`src/design/tpo_pkg.sv`:
```
// shared constants for the timer prescaler and overflow interrupt block
package tpo_pkg;
  // register byte addresses
  localparam logic [7:0] TPO_ADDR_COUNT_LOW = 8'h00;
  localparam logic [7:0] TPO_ADDR_COUNT_HIGH_BUF = 8'h04;
  localparam logic [7:0] TPO_ADDR_INTERRUPT_CONTROL = 8'h08;
  localparam logic [7:0] TPO_ADDR_TIMER_CONTROL = 8'h0C;
  localparam logic [7:0] TPO_ADDR_IRQ_STATUS = 8'h10;
  localparam logic [7:0] TPO_ADDR_IRQ_MASK = 8'h14;
  // timer_control fields
  localparam int TPO_TC_ON = 7;
  localparam int TPO_TC_WIDTH_SELECT = 6;
  localparam int TPO_TC_CLOCK_SOURCE = 5;
  localparam int TPO_TC_EDGE_SELECT = 4;
  localparam int TPO_TC_BYPASS = 3;
  localparam int TPO_TC_RATIO_HI = 2;
  // interrupt_control fields
  localparam int TPO_IC_OVF_IE = 5;
  localparam int TPO_IC_OVF_FLAG = 2;
  // irq status and mask field
  localparam int TPO_IRQ_OVF = 0;
  // reset values
  localparam logic [7:0] TPO_TIMER_CONTROL_RST = 8'hFF;
  localparam logic [7:0] TPO_INTERRUPT_CONTROL_RST = 8'h00;
  localparam logic TPO_IRQ_MASK_RST = 1'b1;
  // counts of cycles
  localparam logic [1:0] TPO_INST_DIV = 2'h3;
  localparam logic [1:0] TPO_WRITE_HOLDOFF = 2'h2;
  // ahb-lite encodings
  localparam logic [1:0] TPO_HTRANS_NONSEQ = 2'h2;
  localparam logic [1:0] TPO_HTRANS_SEQ = 2'h3;
endpackage

```
`src/design/tpo_timer.sv`:
```
// timer/counter with prescaler, overflow flag, interrupt and ahb-lite registers
//
// Design decisions made here: the AHB-Lite interface to the registers and the placing of the registers.
`timescale 1ns/10ps
// Contract
// - an 8-bit prescale counter sits ahead of the timer, hidden from software.
// - bypass bit clear routes the timer clock through the prescaler.
// - assigned prescaler divides from 1:2 up to 1:256 in powers of two.
// - any write to the timer count clears the prescale counter when assigned.
// - that clearing write leaves the bypass select bit untouched.
// - prescaler assignment may change at any time while the timer runs.
// - in 8-bit width, wrap from FFh to 00h sets the overflow flag.
// - in 16-bit width, wrap from FFFFh to 0000h sets the overflow flag.
// - cleared overflow enable suppresses the request but the flag still sets.
// - the timer stops during sleep, so no overflow and no wake can occur.
// - ratio field 000 divides by 2, each step doubles, 111 divides by 256.
// - bypass bit set feeds the timer clock straight to the counter.
// - after a software count write, counting waits two instruction cycles.
// - 16-bit low read copies high byte to buffer; low write loads from it.
module tpo_timer
  import tpo_pkg::*;
(
  // clock and reset
  input wire logic clk,
  input wire logic rst_n,
  // ahb-lite slave
  input wire logic hsel,
  input wire logic [7:0] haddr,
  input wire logic [1:0] htrans,
  input wire logic hwrite,
  input wire logic [2:0] hsize,
  input wire logic [31:0] hwdata,
  input wire logic hready,
  output logic [31:0] hrdata,
  output logic hreadyout,
  output logic hresp,
  // external count pin and power state
  input wire logic count_pin,
  input wire logic sleep,
  // interrupt
  output logic irq
);
  logic [7:0] timer_control_q;
  logic ovf_ie_q;
  logic overflow_flag_q;
  logic irq_status_q;
  logic irq_mask_q;
  logic [15:0] timer_count_q;
  logic [7:0] count_high_buffer_q;
  logic [1:0] holdoff_q;
  logic [1:0] inst_div_q;
  logic pin_meta_q;
  logic pin_sync_q;
  logic pin_prev_q;
  logic wr_pend_q;
  logic [7:0] wr_addr_q;
  logic [31:0] hrdata_q;
  logic hreadyout_q;
  logic hresp_q;
  logic irq_q;

  logic addr_ok;
  logic rd_take;
  logic wr_take;
  logic wr_low;
  logic wr_high;
  logic wr_ic;
  logic wr_tc;
  logic wr_stat;
  logic wr_mask;
  logic rd_low;
  logic inst_tick;
  logic pin_edge;
  logic src_tick;
  logic run;
  logic pre_clear;
  logic pre_tick;
  logic inc;
  logic width8;
  logic ovf_event;

  // -------- bus slave
  function automatic logic mapped(input logic [7:0] a);
    return a == TPO_ADDR_COUNT_LOW || a == TPO_ADDR_COUNT_HIGH_BUF ||
           a == TPO_ADDR_INTERRUPT_CONTROL || a == TPO_ADDR_TIMER_CONTROL ||
           a == TPO_ADDR_IRQ_STATUS || a == TPO_ADDR_IRQ_MASK;
  endfunction

  assign addr_ok = hsel && hready && (htrans == TPO_HTRANS_NONSEQ || htrans == TPO_HTRANS_SEQ);
  assign rd_take = addr_ok && !hwrite;
  assign wr_take = addr_ok && hwrite;
  assign rd_low = rd_take && haddr == TPO_ADDR_COUNT_LOW;

  // writes land at the end of the first data cycle, which is stretched by one
  // wait state so a following read never sees a stale value
  always_ff @(posedge clk)
  begin
    if (!rst_n)
    begin
      wr_pend_q <= 1'b0;
      wr_addr_q <= 8'h00;
      hreadyout_q <= 1'b1;
    end
    else if (wr_take)
    begin
      wr_pend_q <= 1'b1;
      wr_addr_q <= haddr;
      hreadyout_q <= 1'b0;
    end
    else
    begin
      wr_pend_q <= 1'b0;
      hreadyout_q <= 1'b1;
    end
  end

  always_ff @(posedge clk)
  begin
    if (!rst_n)
      hresp_q <= 1'b0;
    else
      hresp_q <= 1'b0;
  end

  // unmapped addresses read zero and ignore writes
  assign wr_low = wr_pend_q && wr_addr_q == TPO_ADDR_COUNT_LOW && mapped(wr_addr_q);
  assign wr_high = wr_pend_q && wr_addr_q == TPO_ADDR_COUNT_HIGH_BUF;
  assign wr_ic = wr_pend_q && wr_addr_q == TPO_ADDR_INTERRUPT_CONTROL;
  assign wr_tc = wr_pend_q && wr_addr_q == TPO_ADDR_TIMER_CONTROL;
  assign wr_stat = wr_pend_q && wr_addr_q == TPO_ADDR_IRQ_STATUS;
  assign wr_mask = wr_pend_q && wr_addr_q == TPO_ADDR_IRQ_MASK;

  always_ff @(posedge clk)
  begin
    if (!rst_n)
      hrdata_q <= 32'h0000_0000;
    else if (rd_take)
    begin
      hrdata_q <= 32'h0000_0000;
      unique case (haddr)
        TPO_ADDR_COUNT_LOW: hrdata_q[7:0] <= timer_count_q[7:0];
        TPO_ADDR_COUNT_HIGH_BUF: hrdata_q[7:0] <= count_high_buffer_q;
        TPO_ADDR_INTERRUPT_CONTROL:
        begin
          hrdata_q[TPO_IC_OVF_IE] <= ovf_ie_q;
          hrdata_q[TPO_IC_OVF_FLAG] <= overflow_flag_q;
        end
        TPO_ADDR_TIMER_CONTROL: hrdata_q[7:0] <= timer_control_q;
        TPO_ADDR_IRQ_STATUS: hrdata_q[TPO_IRQ_OVF] <= irq_status_q;
        TPO_ADDR_IRQ_MASK: hrdata_q[TPO_IRQ_OVF] <= irq_mask_q;
        default: hrdata_q <= 32'h0000_0000;
      endcase
    end
  end

  // -------- control registers
  // prescaler assignment may change any time; the counter just follows
  always_ff @(posedge clk)
  begin
    if (!rst_n)
      timer_control_q <= TPO_TIMER_CONTROL_RST;
    else if (wr_tc)
      timer_control_q <= hwdata[7:0];
  end

  always_ff @(posedge clk)
  begin
    if (!rst_n)
      ovf_ie_q <= TPO_INTERRUPT_CONTROL_RST[TPO_IC_OVF_IE];
    else if (wr_ic)
      ovf_ie_q <= hwdata[TPO_IC_OVF_IE];
  end

  always_ff @(posedge clk)
  begin
    if (!rst_n)
      irq_mask_q <= TPO_IRQ_MASK_RST;
    else if (wr_mask)
      irq_mask_q <= hwdata[TPO_IRQ_OVF];
  end

  assign width8 = timer_control_q[TPO_TC_WIDTH_SELECT];

  // -------- clock sources
  // instruction cycle clock: one enable pulse every four system clocks
  always_ff @(posedge clk)
  begin
    if (!rst_n)
      inst_div_q <= 2'h0;
    else
      inst_div_q <= inst_div_q + 2'h1;
  end

  assign inst_tick = inst_div_q == TPO_INST_DIV;

  always_ff @(posedge clk)
  begin
    if (!rst_n)
    begin
      pin_meta_q <= 1'b0;
      pin_sync_q <= 1'b0;
      pin_prev_q <= 1'b0;
    end
    else
    begin
      pin_meta_q <= count_pin;
      pin_sync_q <= pin_meta_q;
      pin_prev_q <= pin_sync_q;
    end
  end

  // edge select set counts falling edges
  assign pin_edge = timer_control_q[TPO_TC_EDGE_SELECT] ?
                    (pin_prev_q && !pin_sync_q) : (!pin_prev_q && pin_sync_q);

  // nothing ticks while asleep or switched off
  assign run = timer_control_q[TPO_TC_ON] && !sleep;
  assign src_tick = run &&
                    (timer_control_q[TPO_TC_CLOCK_SOURCE] ? pin_edge : inst_tick);

  // -------- prescaler
  // the count write never touches timer_control, so the bypass bit stays put
  assign pre_clear = wr_low && !timer_control_q[TPO_TC_BYPASS];

  tpo_prescaler #(
    .WIDTH(8)
  ) u_prescaler (
    .clk(clk),
    .rst_n(rst_n),
    .clear(pre_clear),
    .src_tick(src_tick && !timer_control_q[TPO_TC_BYPASS]),
    .ratio_sel(timer_control_q[TPO_TC_RATIO_HI:0]),
    .out_tick(pre_tick)
  );

  // bypass feeds the source straight in
  assign inc = (holdoff_q == 2'h0) &&
               (timer_control_q[TPO_TC_BYPASS] ? src_tick : pre_tick);

  // -------- write hold-off
  always_ff @(posedge clk)
  begin
    if (!rst_n)
      holdoff_q <= 2'h0;
    else if (wr_low)
      holdoff_q <= TPO_WRITE_HOLDOFF;
    else if (inst_tick && holdoff_q != 2'h0)
      holdoff_q <= holdoff_q - 2'h1;
  end

  // -------- timer count
  assign ovf_event = inc && !wr_low &&
                     (width8 ? timer_count_q[7:0] == 8'hFF :
                               timer_count_q == 16'hFFFF);

  // a software write wins over an increment in the same cycle
  always_ff @(posedge clk)
  begin
    if (!rst_n)
      timer_count_q <= 16'h0000;
    else if (wr_low)
    begin
      timer_count_q[7:0] <= hwdata[7:0];
      if (!width8)
        timer_count_q[15:8] <= count_high_buffer_q;
    end
    else if (inc)
    begin
      if (width8)
        timer_count_q[7:0] <= timer_count_q[7:0] + 8'h01;
      else
        timer_count_q <= timer_count_q + 16'h0001;
    end
  end

  // the buffer is what software writes; a low read refreshes it in 16-bit width
  always_ff @(posedge clk)
  begin
    if (!rst_n)
      count_high_buffer_q <= 8'h00;
    else if (wr_high)
      count_high_buffer_q <= hwdata[7:0];
    else if (rd_low && !width8)
      count_high_buffer_q <= timer_count_q[15:8];
  end

  // -------- overflow flag and interrupt
  // the flag is never cleared by hardware; set beats a same-cycle clear
  always_ff @(posedge clk)
  begin
    if (!rst_n)
      overflow_flag_q <= 1'b0;
    else if (ovf_event)
      overflow_flag_q <= 1'b1;
    else if (wr_ic)
      overflow_flag_q <= hwdata[TPO_IC_OVF_FLAG];
    else if (wr_stat && hwdata[TPO_IRQ_OVF])
      overflow_flag_q <= 1'b0;
  end

  always_ff @(posedge clk)
  begin
    if (!rst_n)
      irq_status_q <= 1'b0;
    else if (ovf_event)
      irq_status_q <= 1'b1;
    else if (wr_stat && hwdata[TPO_IRQ_OVF])
      irq_status_q <= 1'b0;
    else if (wr_ic && !hwdata[TPO_IC_OVF_FLAG])
      irq_status_q <= 1'b0;
  end

  // enable bit gates the request, the mask register gates it again
  always_ff @(posedge clk)
  begin
    if (!rst_n)
      irq_q <= 1'b0;
    else
      irq_q <= overflow_flag_q && ovf_ie_q && irq_status_q && irq_mask_q;
  end

  assign hrdata = hrdata_q;
  assign hreadyout = hreadyout_q;
  assign hresp = hresp_q;
  assign irq = irq_q;

  // hsize is accepted but only whole-word transfers are expected
  logic unused_hsize;
  assign unused_hsize = ^hsize;
endmodule

```
`src/design/tpo_prescaler.sv`:
```
// 8-bit prescale counter with power-of-two ratio select
`timescale 1ns/10ps
module tpo_prescaler
  import tpo_pkg::*;
#(
  parameter int WIDTH = 8
)(
  // clock and reset
  input wire logic clk,
  input wire logic rst_n,
  // control
  input wire logic clear,
  input wire logic src_tick,
  input wire logic [2:0] ratio_sel,
  // output
  output logic out_tick
);
  logic [WIDTH-1:0] pre_q;
  logic [WIDTH-1:0] mask;

  // 000 gives mask 1 (divide by 2), each step adds a bit, so 111 gives all ones (divide by 256)
  function automatic logic [WIDTH-1:0] ratio_mask(input logic [2:0] sel);
    logic [WIDTH:0] one_hot;
    one_hot = '0;
    // widen before adding so that 111 reaches bit 8 instead of wrapping to bit 0
    one_hot[{1'b0, sel} + 4'h1] = 1'b1;
    return WIDTH'(one_hot - 1'b1);
  endfunction

  assign mask = ratio_mask(ratio_sel);

  // count is internal only, never visible to software
  always_ff @(posedge clk)
  begin
    if (!rst_n || clear)
      pre_q <= '0;
    else if (src_tick)
      pre_q <= pre_q + 1'b1;
  end

  assign out_tick = src_tick && ((pre_q & mask) == mask);
endmodule

```
`config.mk`:
```
export PLATFORM = sky130hd
export DESIGN_NAME = tpo_timer
export DESIGN_NICKNAME = d
export VERILOG_FILES = /design/src/design/tpo_pkg.sv /design/src/design/tpo_timer.sv /design/src/design/tpo_prescaler.sv
export SDC_FILE = /design/constraint.sdc
export NUM_CORES = 1
export LEC_CHECK = 0
export ABC_AREA = 1
export ABC_CLOCK_PERIOD_IN_PS = 2300
export BUFFER_PORTS_ARGS = -buffer_cell sky130_fd_sc_hd__buf_4
export CORE_ASPECT_RATIO = 0.8
export CORE_MARGIN = 1
export CORE_UTILIZATION = 50
export DETAILED_ROUTE_END_ITERATION = 10
export PLACE_DENSITY = 0.86
export SLEW_MARGIN = 25
export SYNTH_ARGS = -nofsm -noshare
export SYNTH_HDL_FRONTEND = slang
export SYNTH_SLANG_ARGS = --single-unit
```
`constraint.sdc`:
```
create_clock -name clk -period 2.3 [get_ports clk]
set_input_delay 0.345 -clock clk [delete_from_list [all_inputs] [get_ports clk]]
set_output_delay 0.345 -clock clk [all_outputs]
set_load 0.005 [all_outputs]
```
==> qor.csv <==
metric,value,unit
first_pass_iters,5,
syn_area_per_cell,6.97,um2
drc,0,
path_cells,nor2_4 -> nand2_2 -> ha_2 -> o21ai_0 -> nor2_2 -> nand3_1 -> nor2_1 -> nand2_1 -> nand2_2 -> nand2_4 -> nand2_8 -> buf_6 -> buf_4 -> a21oi_2 -> nor2_1,
p_leak,2.08,nW
syn_to_final_growth,14.7,%
powerDensity,566,mW/mm2
status,completed,
hpwlAfterDp,7700,um
crit_slowest_cell,dfxtp_4,
drt_wl_total,10500,um
n_antenna_cell,0,
instances_no_fill,737,
yosys_register_bits,70,
grt_pass1_vias,3476,
synthesis.area,0.00404,mm2
drive_gt1_share,18.4,%
grt_pass1_wl,16700,um
initialDrtViolationCount,360,
antenna_found_initial,0,
crit_path_start_kind,register,
numCtsBuffers,9,
die_area,0.00845,mm2
via_count,3989,
crit_required,2.60,ns
die_w,103,um
clk_pin_slew,0.08,ns
ys_warn_count,0,
slew_headroom,65.2,%
timing.fmax,0.464,GHz
place_ws,0.110,ns
placedInstanceArea,0.00431,mm2
dpl.cell_count,712,
post-route-cell-area,0.00464,mm2
clkLatencyLatePin,0.36,ns
synth-edff-count,0,
finalSetupTns,0,ns
cts_tree,done,
ys_types,47,
fin_ws,0.147,ns
initial_core_util,53.2,%
synthCells,580,
io_buffers,33,
root_buffer,clkbuf_8,
synth-async-reset-ratio,0,%
path_class,register to register,
globalplace.congestion,0.952,
fin_nets,684,
die-height,82.4,um
pin_count,87,
final_hold_viol_count,0,
ys_seq_area_share,34.7,%
ir_worst_vdd,0.340,mV
clock_skew,0.00589,ns
post-route-min-period,2.15,ns
finalPower,2.63,mW
setup_viol,0,
track_usage,25.9,%
worstPathMaxFanout,8,
drtAntennaViolNets,0,
cap_violations,0,
hold_class,input pin to register,
clockBufferDepth,2,
htree_levels,3,
grt_max_degree,30,
finalCritPeriodShare,93.6,%
numClockSinks,70,
wl_per_cell,14.2,um
ys.flop_type,dfxtp_1,
worstMarginPinSlew,0.517,ns
rows,28,
crit_arrival,2.46,ns
grt_overflow,0,
coreArea,0.00760,mm2
cp-end-kind,register,
slew_violations,0,
cpPeakStageDelay,0.38,ns
via_per_inst,5.41,
==> area by class of cell <==
class / instances / area [um2]
well taps: 105 / 131
clock inverters: 7 / 121
multi-input cells: 422 / 2190
clock buffers: 9 / 124
flip-flops and latches: 70 / 1410
inverters: 72 / 270
repair buffers: 52 / 394
fillers: 674 / 2960
==> metrics by stage <==
stage               util (%)  hold slack, ns
finish                  61.0           0.160
global placement        56.6           0.405
CTS                     59.9           0.149
floorplan                  -           0.390
detailed placement      56.6           0.404
global route            61.0           0.159
==> cells by family (layout without fill, tap and decap cells) <==
| kind of cell | after synthesis | count (layout) | synth area share, % |
|---|---|---|---|
| buf+inv | 112 | 140 | 13.6 |
| xor+xnor | 11 | 11 | 2.38 |
| other cells | 2 | 26 | 0.186 |
| simple gates | 270 | 270 | 31.0 |
| compound gates | 109 | 109 | 16.3 |
| flops | 70 | 70 | 34.7 |
| mux | 1 | 1 | 0.248 |
| fa+ha+maj | 5 | 5 | 1.55 |
==> registers in the layout (all words and copies together) (netlist names), 2 cells and up <==
signal               flops
count_high_buffer_q      8
holdoff_q                2
hrdata                   8
inst_div_q               2
timer_control_q          8
timer_count_q           16
u_prescaler.pre_q        8
wr_addr_q                8
==> placed cells by master, fill, tap and decap left out, types with 6 or more instances in the layout <==
| cell | n |
|---|---|
| nand2_1 | 117 |
| dfxtp_1 | 69 |
| inv_1 | 65 |
| nor2_1 | 61 |
| buf_4 | 51 |
| a21oi_1 | 40 |
| nand3_1 | 39 |
| o21ai_0 | 32 |
| conb_1 | 26 |
| a21oi_2 | 11 |
| nor3_1 | 11 |
| xor2_1 | 10 |
| o211ai_1 | 10 |
| nand4_1 | 9 |
| clkbuf_8 | 9 |
| nand2_2 | 8 |
| o22ai_1 | 6 |
==> report_power, final <==
group | switching (mW) | leakage, nW | internal, mW | total [mW]
registers | 0.00605 | 0.565 | 1.22 | 1.23
logic | 0.109 | 1.39 | 0.0607 | 0.169
clock network | 0.505 | 0.124 | 0.725 | 1.23
==> worst max-delay path: cells and delay by family, from the launching register on <==
family	cells	cell delay (ns)
simple gates	10	1.02
flops	1	0.38
fa+ha+maj	1	0.31
buf+inv	2	0.25
compound gates	2	0.13
==> final timing paths <==
check | start | end | slack [ns] | depth (start not counted)
worst max-delay path | timer_control_q[1]$_SDFFE_PN1P_ | timer_count_q[11]$_SDFFE_PN0P_ | 0.15 | 15
worst min-delay path | count_pin | pin_meta_q$_SDFF_PN0_ | 0.16 | 3
worst max register to register | timer_control_q[1]$_SDFFE_PN1P_ | timer_count_q[11]$_SDFFE_PN0P_ | 0.15 | 15
worst min register to register | pin_meta_q$_SDFF_PN0_ | pin_sync_q$_SDFF_PN0_ | 0.42 | 2
==> per-layer routing <==
metal	up-vias	global-route usage, %	wire length (um)
li1	1944	-	-
met1	1837	32.8	4580
met2	190	42.1	4800
met3	18	7.32	936
met4	0	10.0	165
met5	-	0	0
==> synth_stat cells (all sizes together), types with 2 or more instances <==
cell type / n / area, um2
nor4: 4 / 31.3
o22ai: 6 / 37.5
nor3b: 4 / 35.0
dfxtp: 70 / 1400
nor3: 13 / 75.1
o211ai: 10 / 75.1
nor2: 68 / 285
nand2: 129 / 541
clkinv: 2 / 7.51
nand4: 9 / 56.3
a31oi: 2 / 27.5
nand3: 41 / 215
clkbuf: 9 / 43.8
xor2: 10 / 87.6
o21ai: 36 / 191
conb: 2 / 7.51
buf: 31 / 238
ha: 5 / 62.6
a21oi: 51 / 297
inv: 70 / 263
==> repair_timing <==
item / 4_1_cts / 5_1_grt
gates resized for setup: 0 / 9
setup buffers: 0 / 9
hold buffers: 0 / 0
endpoints found under the hold margin: 0 / 0
endpoints found under the setup margin: 0 / 16
No activity file was read; power rests on OpenSTA's default activity.
